==> config.mk <==
export PLATFORM = sky130hd
export DESIGN_NAME = ieb_top
export DESIGN_NICKNAME = d
export VERILOG_FILES = /design/src/ieb_pkg.sv /design/src/ieb_gate.sv /design/src/ieb_top.sv
export VERILOG_INCLUDE_DIRS = /design/src
export SDC_FILE = /design/constraint.sdc
export NUM_CORES = 1
export LEC_CHECK = 0
export BUFFER_PORTS_ARGS = -buffer_cell sky130_fd_sc_hd__buf_2
export CAP_MARGIN = 20
export CORE_MARGIN = 1.5
export CORE_UTILIZATION = 35
export DETAILED_ROUTE_END_ITERATION = 16
export PLACE_DENSITY = 0.6
export SYNTH_ARGS = -nofsm -noshare
export SYNTH_HDL_FRONTEND = slang
export SYNTH_SLANG_ARGS = --single-unit
==> constraint.sdc <==
create_clock -name clk_i -period 2.67 [get_ports clk_i]
set_clock_uncertainty 0.15 [all_clocks]
set_input_delay 0 -clock clk_i [delete_from_list [all_inputs] [get_ports clk_i]]
set_output_delay 0 -clock clk_i [all_outputs]
set_load 0.01 [all_outputs]
==> src/ieb_cfg.svh <==
// interrupt enable bank: register offsets, implemented-bit masks, reset values
// assumes a 32-bit classic wishbone slave, one register per aligned word
`ifndef IEB_CFG_SVH
`define IEB_CFG_SVH
`define IEB_NUM_EN        5
`define IEB_OFF_EN0       8'h00
`define IEB_OFF_EN1       8'h04
`define IEB_OFF_EN2       8'h08
`define IEB_OFF_EN3       8'h0C
`define IEB_OFF_EN4       8'h10
`define IEB_OFF_FLAG0     8'h20
`define IEB_OFF_FLAG1     8'h24
`define IEB_OFF_FLAG2     8'h28
`define IEB_OFF_FLAG3     8'h2C
`define IEB_OFF_FLAG4     8'h30
`define IEB_OFF_MASK      8'h40
`define IEB_OFF_PEND      8'h44
`define IEB_MASK_EN0      16'h7FFF
`define IEB_MASK_EN1      16'hFFFB
`define IEB_MASK_EN2      16'hDFFF
`define IEB_MASK_EN3      16'h21FF
`define IEB_MASK_EN4      16'h00F6
`define IEB_RST_EN        16'h0000
`define IEB_RST_FLAG      16'h0000
`define IEB_RST_MASK      5'h00
`define IEB_BIT_DMA1      14
`define IEB_BIT_ADC1      13
`define IEB_BIT_U1TX      12
`define IEB_BIT_U1RX      11
`define IEB_BIT_SPI1      10
`define IEB_BIT_SPI1E     9
`define IEB_BIT_TMR3      8
`define IEB_BIT_TMR2      7
`define IEB_BIT_OC2       6
`define IEB_BIT_IC2       5
`define IEB_BIT_DMA0      4
`define IEB_BIT_TMR1      3
`define IEB_BIT_OC1       2
`define IEB_BIT_IC1       1
`define IEB_BIT_EXT0      0
`endif

==> src/ieb_pkg.sv <==
// interrupt enable bank: shared types
// assumes ieb_cfg.svh supplies the numeric constants
package ieb_pkg;
   typedef logic [15:0] ieb_word_t;
   typedef enum logic {IEB_IDLE, IEB_ACK} ieb_bus_state_t;
endpackage

==> src/ieb_gate.sv <==
// interrupt enable bank: per-bit gating of flag by enable
// assumes flag and enable words of the same layout
`timescale 1ns/100ps
module ieb_gate #(
   parameter int W = 16
) (
   input  wire logic [W-1:0] flag_i,
   input  wire logic [W-1:0] enable_i,
   input  wire logic [W-1:0] impl_i,
   output logic      [W-1:0] req_o
);
   genvar g;
   // one and-gate per source; unimplemented positions never request
   generate
      for (g = 0; g < W; g++) begin : g_bit
         assign req_o[g] = flag_i[g] & enable_i[g] & impl_i[g];
      end
   endgenerate
endmodule // ieb_gate

==> src/ieb_top.sv <==
// interrupt enable bank: five enable registers, flag registers, gated requests
// assumes classic wishbone, 32-bit data, single clock, synchronous reset
//
// Chosen here: the placing of the registers and register access over Wishbone.
`timescale 1ns/100ps
`include "ieb_cfg.svh"
module ieb_top
   import ieb_pkg::*;
#(
   parameter int NREG = `IEB_NUM_EN
) (
   input  wire logic                 clk_i,
   input  wire logic                 rst_i,
   input  wire logic                 cyc_i,
   input  wire logic                 stb_i,
   input  wire logic                 we_i,
   input  wire logic [7:0]           adr_i,
   input  wire logic [3:0]           sel_i,
   input  wire logic [31:0]          dat_i,
   output logic      [31:0]          dat_o,
   output logic                      ack_o,
   input  wire logic [NREG*16-1:0]   src_req_i,
   output logic      [NREG*16-1:0]   req_o,
   output logic      [NREG*16-1:0]   enable_o,
   output logic                      irq_o
);
   // implemented-bit masks, register 0 lowest; enable and flag share one layout,
   // so each source's bit position comes from the config header and serves both
   localparam logic [NREG*16-1:0] IMPL = {
      `IEB_MASK_EN4,
      `IEB_MASK_EN3,
      `IEB_MASK_EN2,
      `IEB_MASK_EN1,
      `IEB_MASK_EN0
   };

   ieb_word_t        en_ff   [NREG];
   ieb_word_t        nxt_en  [NREG];
   ieb_word_t        flag_ff [NREG];
   ieb_word_t        nxt_flag[NREG];
   logic [NREG-1:0]  mask_ff;
   logic [NREG-1:0]  nxt_mask;
   ieb_bus_state_t   bus_ff;
   ieb_bus_state_t   nxt_bus;
   logic [31:0]      rdat_ff;
   logic [31:0]      nxt_rdat;
   logic [NREG*16-1:0] flag_flat;
   logic [NREG*16-1:0] en_flat;
   logic [NREG-1:0]  pend;
   logic             acc;
   logic             wr;
   logic [15:0]      wdat;
   logic [15:0]      lane_m;

   // a request is taken on the first cycle of cyc&stb; ack follows one cycle later
   assign acc  = cyc_i & stb_i & (bus_ff == IEB_IDLE);
   assign wr   = acc & we_i;
   assign lane_m = {{8{sel_i[1]}}, {8{sel_i[0]}}};
   assign wdat = dat_i[15:0];

   genvar r;
   generate
      for (r = 0; r < NREG; r++) begin : g_flat
         assign flag_flat[r*16 +: 16] = flag_ff[r];
         assign en_flat[r*16 +: 16]   = en_ff[r];
         // unlatched status per register: any gated request in that register
         assign pend[r] = |req_o[r*16 +: 16];
      end
   endgenerate

   ieb_gate #(
      .W (NREG*16)
   ) u_gate (
      .flag_i   (flag_flat),
      .enable_i (en_flat),
      .impl_i   (IMPL),
      .req_o    (req_o)
   );

   assign enable_o = en_flat;
   // level interrupt while any unmasked register has a live request
   assign irq_o    = |(pend & mask_ff);

   // register next-state: writes, flag set and write-one-to-clear
   always_comb begin
      logic [7:0] off;
      off      = 8'h00;
      nxt_mask = mask_ff;
      for (int i = 0; i < NREG; i++) begin
         nxt_en[i] = en_ff[i];
         // hardware set wins over a software clear in the same cycle
         nxt_flag[i] = (flag_ff[i] & ~(wr && adr_i == (`IEB_OFF_FLAG0 + 8'(4*i))
                        ? (wdat & lane_m) : 16'h0000))
                       | (src_req_i[i*16 +: 16] & IMPL[i*16 +: 16]);
         off = `IEB_OFF_EN0 + 8'(4*i);
         if (wr && adr_i == off) begin
            // only implemented bits take writes
            nxt_en[i] = (en_ff[i] & ~(lane_m & IMPL[i*16 +: 16]))
                        | (wdat & lane_m & IMPL[i*16 +: 16]);
         end
      end
      if (wr && adr_i == `IEB_OFF_MASK && sel_i[0]) begin
         nxt_mask = dat_i[NREG-1:0];
      end
   end

   // read mux; unmapped offsets return zero
   always_comb begin
      nxt_rdat = 32'h0000_0000;
      for (int i = 0; i < NREG; i++) begin
         if (adr_i == `IEB_OFF_EN0 + 8'(4*i)) begin
            nxt_rdat[15:0] = en_ff[i] & IMPL[i*16 +: 16];
         end
         if (adr_i == `IEB_OFF_FLAG0 + 8'(4*i)) begin
            nxt_rdat[15:0] = flag_ff[i];
         end
      end
      if (adr_i == `IEB_OFF_MASK) begin
         nxt_rdat[NREG-1:0] = mask_ff;
      end
      if (adr_i == `IEB_OFF_PEND) begin
         nxt_rdat[NREG-1:0] = pend;
      end
      if (!acc || we_i) begin
         nxt_rdat = rdat_ff;
      end
   end

   // bus handshake: ack for one cycle, then idle at least one cycle
   always_comb begin
      nxt_bus = bus_ff;
      unique case (bus_ff)
         IEB_IDLE: if (acc) nxt_bus = IEB_ACK;
         IEB_ACK:  nxt_bus = IEB_IDLE;
      endcase
   end

   // state registers
   always_ff @(posedge clk_i) begin
      if (rst_i) begin
         for (int i = 0; i < NREG; i++) begin
            en_ff[i]   <= `IEB_RST_EN;
            flag_ff[i] <= `IEB_RST_FLAG;
         end
         mask_ff <= `IEB_RST_MASK;
         bus_ff  <= IEB_IDLE;
         rdat_ff <= 32'h0000_0000;
      end else begin
         for (int i = 0; i < NREG; i++) begin
            en_ff[i]   <= nxt_en[i];
            flag_ff[i] <= nxt_flag[i];
         end
         mask_ff <= nxt_mask;
         bus_ff  <= nxt_bus;
         rdat_ff <= nxt_rdat;
      end
   end

   assign ack_o = (bus_ff == IEB_ACK);
   assign dat_o = rdat_ff;
endmodule // ieb_top

==> summary.md <==
| Metric | Value |
|---|---|
| Dominant synthesized flop cell | `dfxtp_1` |
| Ys Warns | `0` |
| Seq cells post-synth | `about 160` |
| Placement Setup Slack | `251 ps` |
| R2r setup slk | `190 ps` |
| Vias in the first global route | `roughly 8200` |
| Fmax | `between 300 and 400 MHz` |
| Die H | `between 150 and 200 um` |
| Total negative slack | `-68.8 ps` |
| Most common cell after layout, fill and taps aside | `buf_2` |
| Leak | `roughly 5.3 nW` |
| Hold WC Path Type | `primary input to flip-flop` |
| Rows | `56` |
| Vias | `9081` |
| Vias per Instance | `between 5 and 6` |
| Share of cells above drive strength 1 | `approximately a quarter` |
| Worst EP required | `2520 ps` |
| Post-synth ARST share | `0%` |
| I/O pin count | `between 300 and 400` |
| CP top delay family | `simple AND/OR/NAND/NOR gates` |
| Worst skew pair latency | `around 430 ps` |
| Final period util | `103%` |
| Placed cell count | `1594` |
| FILL cells | `around 2400` |
| GP Congestion | `~0.93` |
| FF-to-FF Start | `ack_o` |
| Post-DP HPWL | `25500 um` |
| Bufs on Longest Clock Path | `2` |
| Initial Util | `about 36%` |
| Pre-antenna DRT Iters | `6` |
| PwrDens | `around 530 nW/um^2` |
| CTS clk-pin slew, worst paths | `60 ps` |
| Worst-path fanout max | `4` |
| Failing checks | `negative setup slack` |
| Crit-path cells | `a22o_1 -> or4_1 -> or4_4 -> a222oi_1 -> nand3_1 -> buf_2` |
| First-pass GRT wire length | `50600 um` |
| Placed Area | `a little under 10000 sq um` |
| H-tree levels | `4` |
| Commonest cells after routing, fill and taps aside | `buf_2 (230), dfxtp_1 (159), nand2_1 (122), a21oi_1 (121), nor2_1 (92)` |
| Core ar. | `approximately 24000 sq um` |
| Yosys cell types | `74` |
| Post-Syn Instances | `around 1100` |
| Largest net degree at the start of global routing | `around 100` |
| Layout Nets | `1511` |
| Seq/Total Area, Yosys | `between 30% and 40%` |
| Root buffer cell | `clkbuf_16` |
| IO Port Bufs | `~230` |
| Hold path depth | `4` |
| Area grow syn2layout | `35.4%` |
| Remaining DRCs | `0` |
| Postcts setup bufs | `0` |
| Post-synth EDFFs | `0` |
| Post-synthesis average cell area | `~8 sq um` |
| Non-Filler Instances | `around 1700` |
| Die Area | `25200 sq um` |
| Antenna violations before repair | `3` |
| Startpoint types | `flip-flop` |
| Fin area | `around 11000 sq um` |
| CTS Buf Count | `17` |
| Routed len/inst | `20.2 um` |
| Worst EP arrival | `approximately 2600 ps` |
| Worst vdd ir | `0.368 mV` |
| CP bufs+invs | `1` |
| Final antenna-violating net count | `0` |
| Worst r2r dst | `flag_ff[0][35]` |
| CTS sink cnt | `between 150 and 200` |
| CP max-delay cell | `or4_1` |
| R2r worst-path depth | `8` |
| Fin. Hold Viols | `0` |
| Hold Crit Start | `sel_i[1]` |
| GR Util All Layers | `between 20 and 30%` |
| Kind of critical path | `flip-flop to primary output` |
| RSZ-0062 raised after global routing | `yes` |
| Max-Cap Viols | `0` |
| Critical Path End Type | `primary output` |
| Setup ws final | `-68.8 ps` |
| GRT overflow | `0` |
| Fin crit period | `2740 ps` |
| Worst path max stage delay | `just under 500 ps` |
| TritonCTS clock tree | `done` |
| Final wirelength | `between 30000 and 40000 um` |
| Final setup violating endpoints | `1` |
| Mapped cell area | `approximately 8500 sq um` |
| Outcome | `complete, but fails checks` |
| Max-slew violations | `0` |
| Die Width | `159 um` |
| Worst relative slew slack | `44.0%` |
| Slew @ Worst Pin | `838 ps` |
| DR iter-0 viols | `1098` |
report_power, final:
group	internal (W)	total, W	leakage [nW]	switching [W]
Combinational	0.000267	0.000645	3.64	0.000378
Clock	0.00185	0.00292	0.327	0.00107
Sequential	0.00251	0.00257	1.34	0.0000605
Total	0.00463	0.00613	5.31	0.00151
tightest hold or removal path, delay by kind of cell:
kind	cells	cell delay, ps
multiplexers	1	120
AND/OR/NAND/NOR	2	280
buffers and inverters	1	170
how the worst max path moves through the flow:
stage | startpoint | to | slack (ps) | cells past startpoint
after floorplan | flip-flop | irq_o | 580 | 5
after global placement | flip-flop | irq_o | 280 | 6
after detailed placement | flip-flop | irq_o | 250 | 6
after CTS | flag_ff[0][55] | irq_o | -70 | 6
after global routing | flip-flop | irq_o | -70 | 6
final | flag_ff[0][55] | irq_o | -70 | 6
layout make-up:
| cell class | count | area (sq um) | share of cell area [%] |
|---|---|---|---|
| sequential | 163 | 3270 | 28.5 |
| tap | 319 | 399 | 3.48 |
| clock buffer | 19 | 433 | 3.77 |
| clock inverter | 13 | 256 | 2.24 |
| inverter | 69 | 259 | 2.26 |
| multi-input combinational | 774 | 4520 | 39.4 |
| timing repair buffer | 357 | 2340 | 20.4 |
| antenna | 1 | 2.50 | 0.0218 |
synth_stat cells (all sizes together), types with 5 or more instances:
cell type / instances / area, sq um
a31oi: 5 / 31.3
a21oi: 121 / 606
nor2: 93 / 357
inv: 69 / 259
clkbuf: 40 / 150
o22ai: 8 / 50.1
nor2b: 9 / 56.3
a311oi: 6 / 52.6
nor3b: 22 / 165
nor4b: 5 / 71.3
mux2i: 41 / 410
a22oi: 5 / 37.5
buf: 74 / 518
dfxtp: 163 / 3260
nand2b: 7 / 43.8
a211oi: 12 / 90.1
or4: 7 / 52.6
and2: 65 / 408
nand2: 124 / 475
a22o: 6 / 52.6
a221oi: 9 / 78.8
nand3: 6 / 30.0
o21ai: 79 / 395
nor3: 10 / 66.3
mux2: 10 / 113
per-stage QoR:
step                      hold WS, ps  utilization [%]  total power, W
final                            42.8             48.6         0.00613
after global placement           89.2             41.8         0.00314
after floorplan                 -31.7                -         0.00297
after CTS                        19.4             48.5         0.00613
after global routing             59.4             48.6         0.00632
after detailed placement         91.4             41.8         0.00315
kinds of logic after synthesis:
group | after synthesis | share of synthesized area, %
and+or+nand+nor | 376 | 23.0
other | 1 | 0.0443
xor gates and xnor gates | 1 | 0.103
muxes | 54 | 6.97
AOI/OAI and AO/OA | 289 | 20.4
DFF | 163 | 38.5
buffers and inverters | 183 | 10.9
metal layers:
layer / wire [um] / GRT usage, % / vias up
met5: 23 / 0 / -
met4: 1120 / 9.30 / 4
met3: 3180 / 5.44 / 72
met2: 15200 / 41.7 / 532
met1: 15100 / 38.1 / 4251
li1: - / - / 4222
what timing repair did:
action / 4_1_cts / 5_1_grt
hold buffers: 88 / 0
setup endpoints to repair: 1 / 6
pin swaps: 5 / 1
hold endpoints to repair: 149 / 0
gates resized for setup: 5 / 4
No activity file was read; power rests on OpenSTA's default activity.
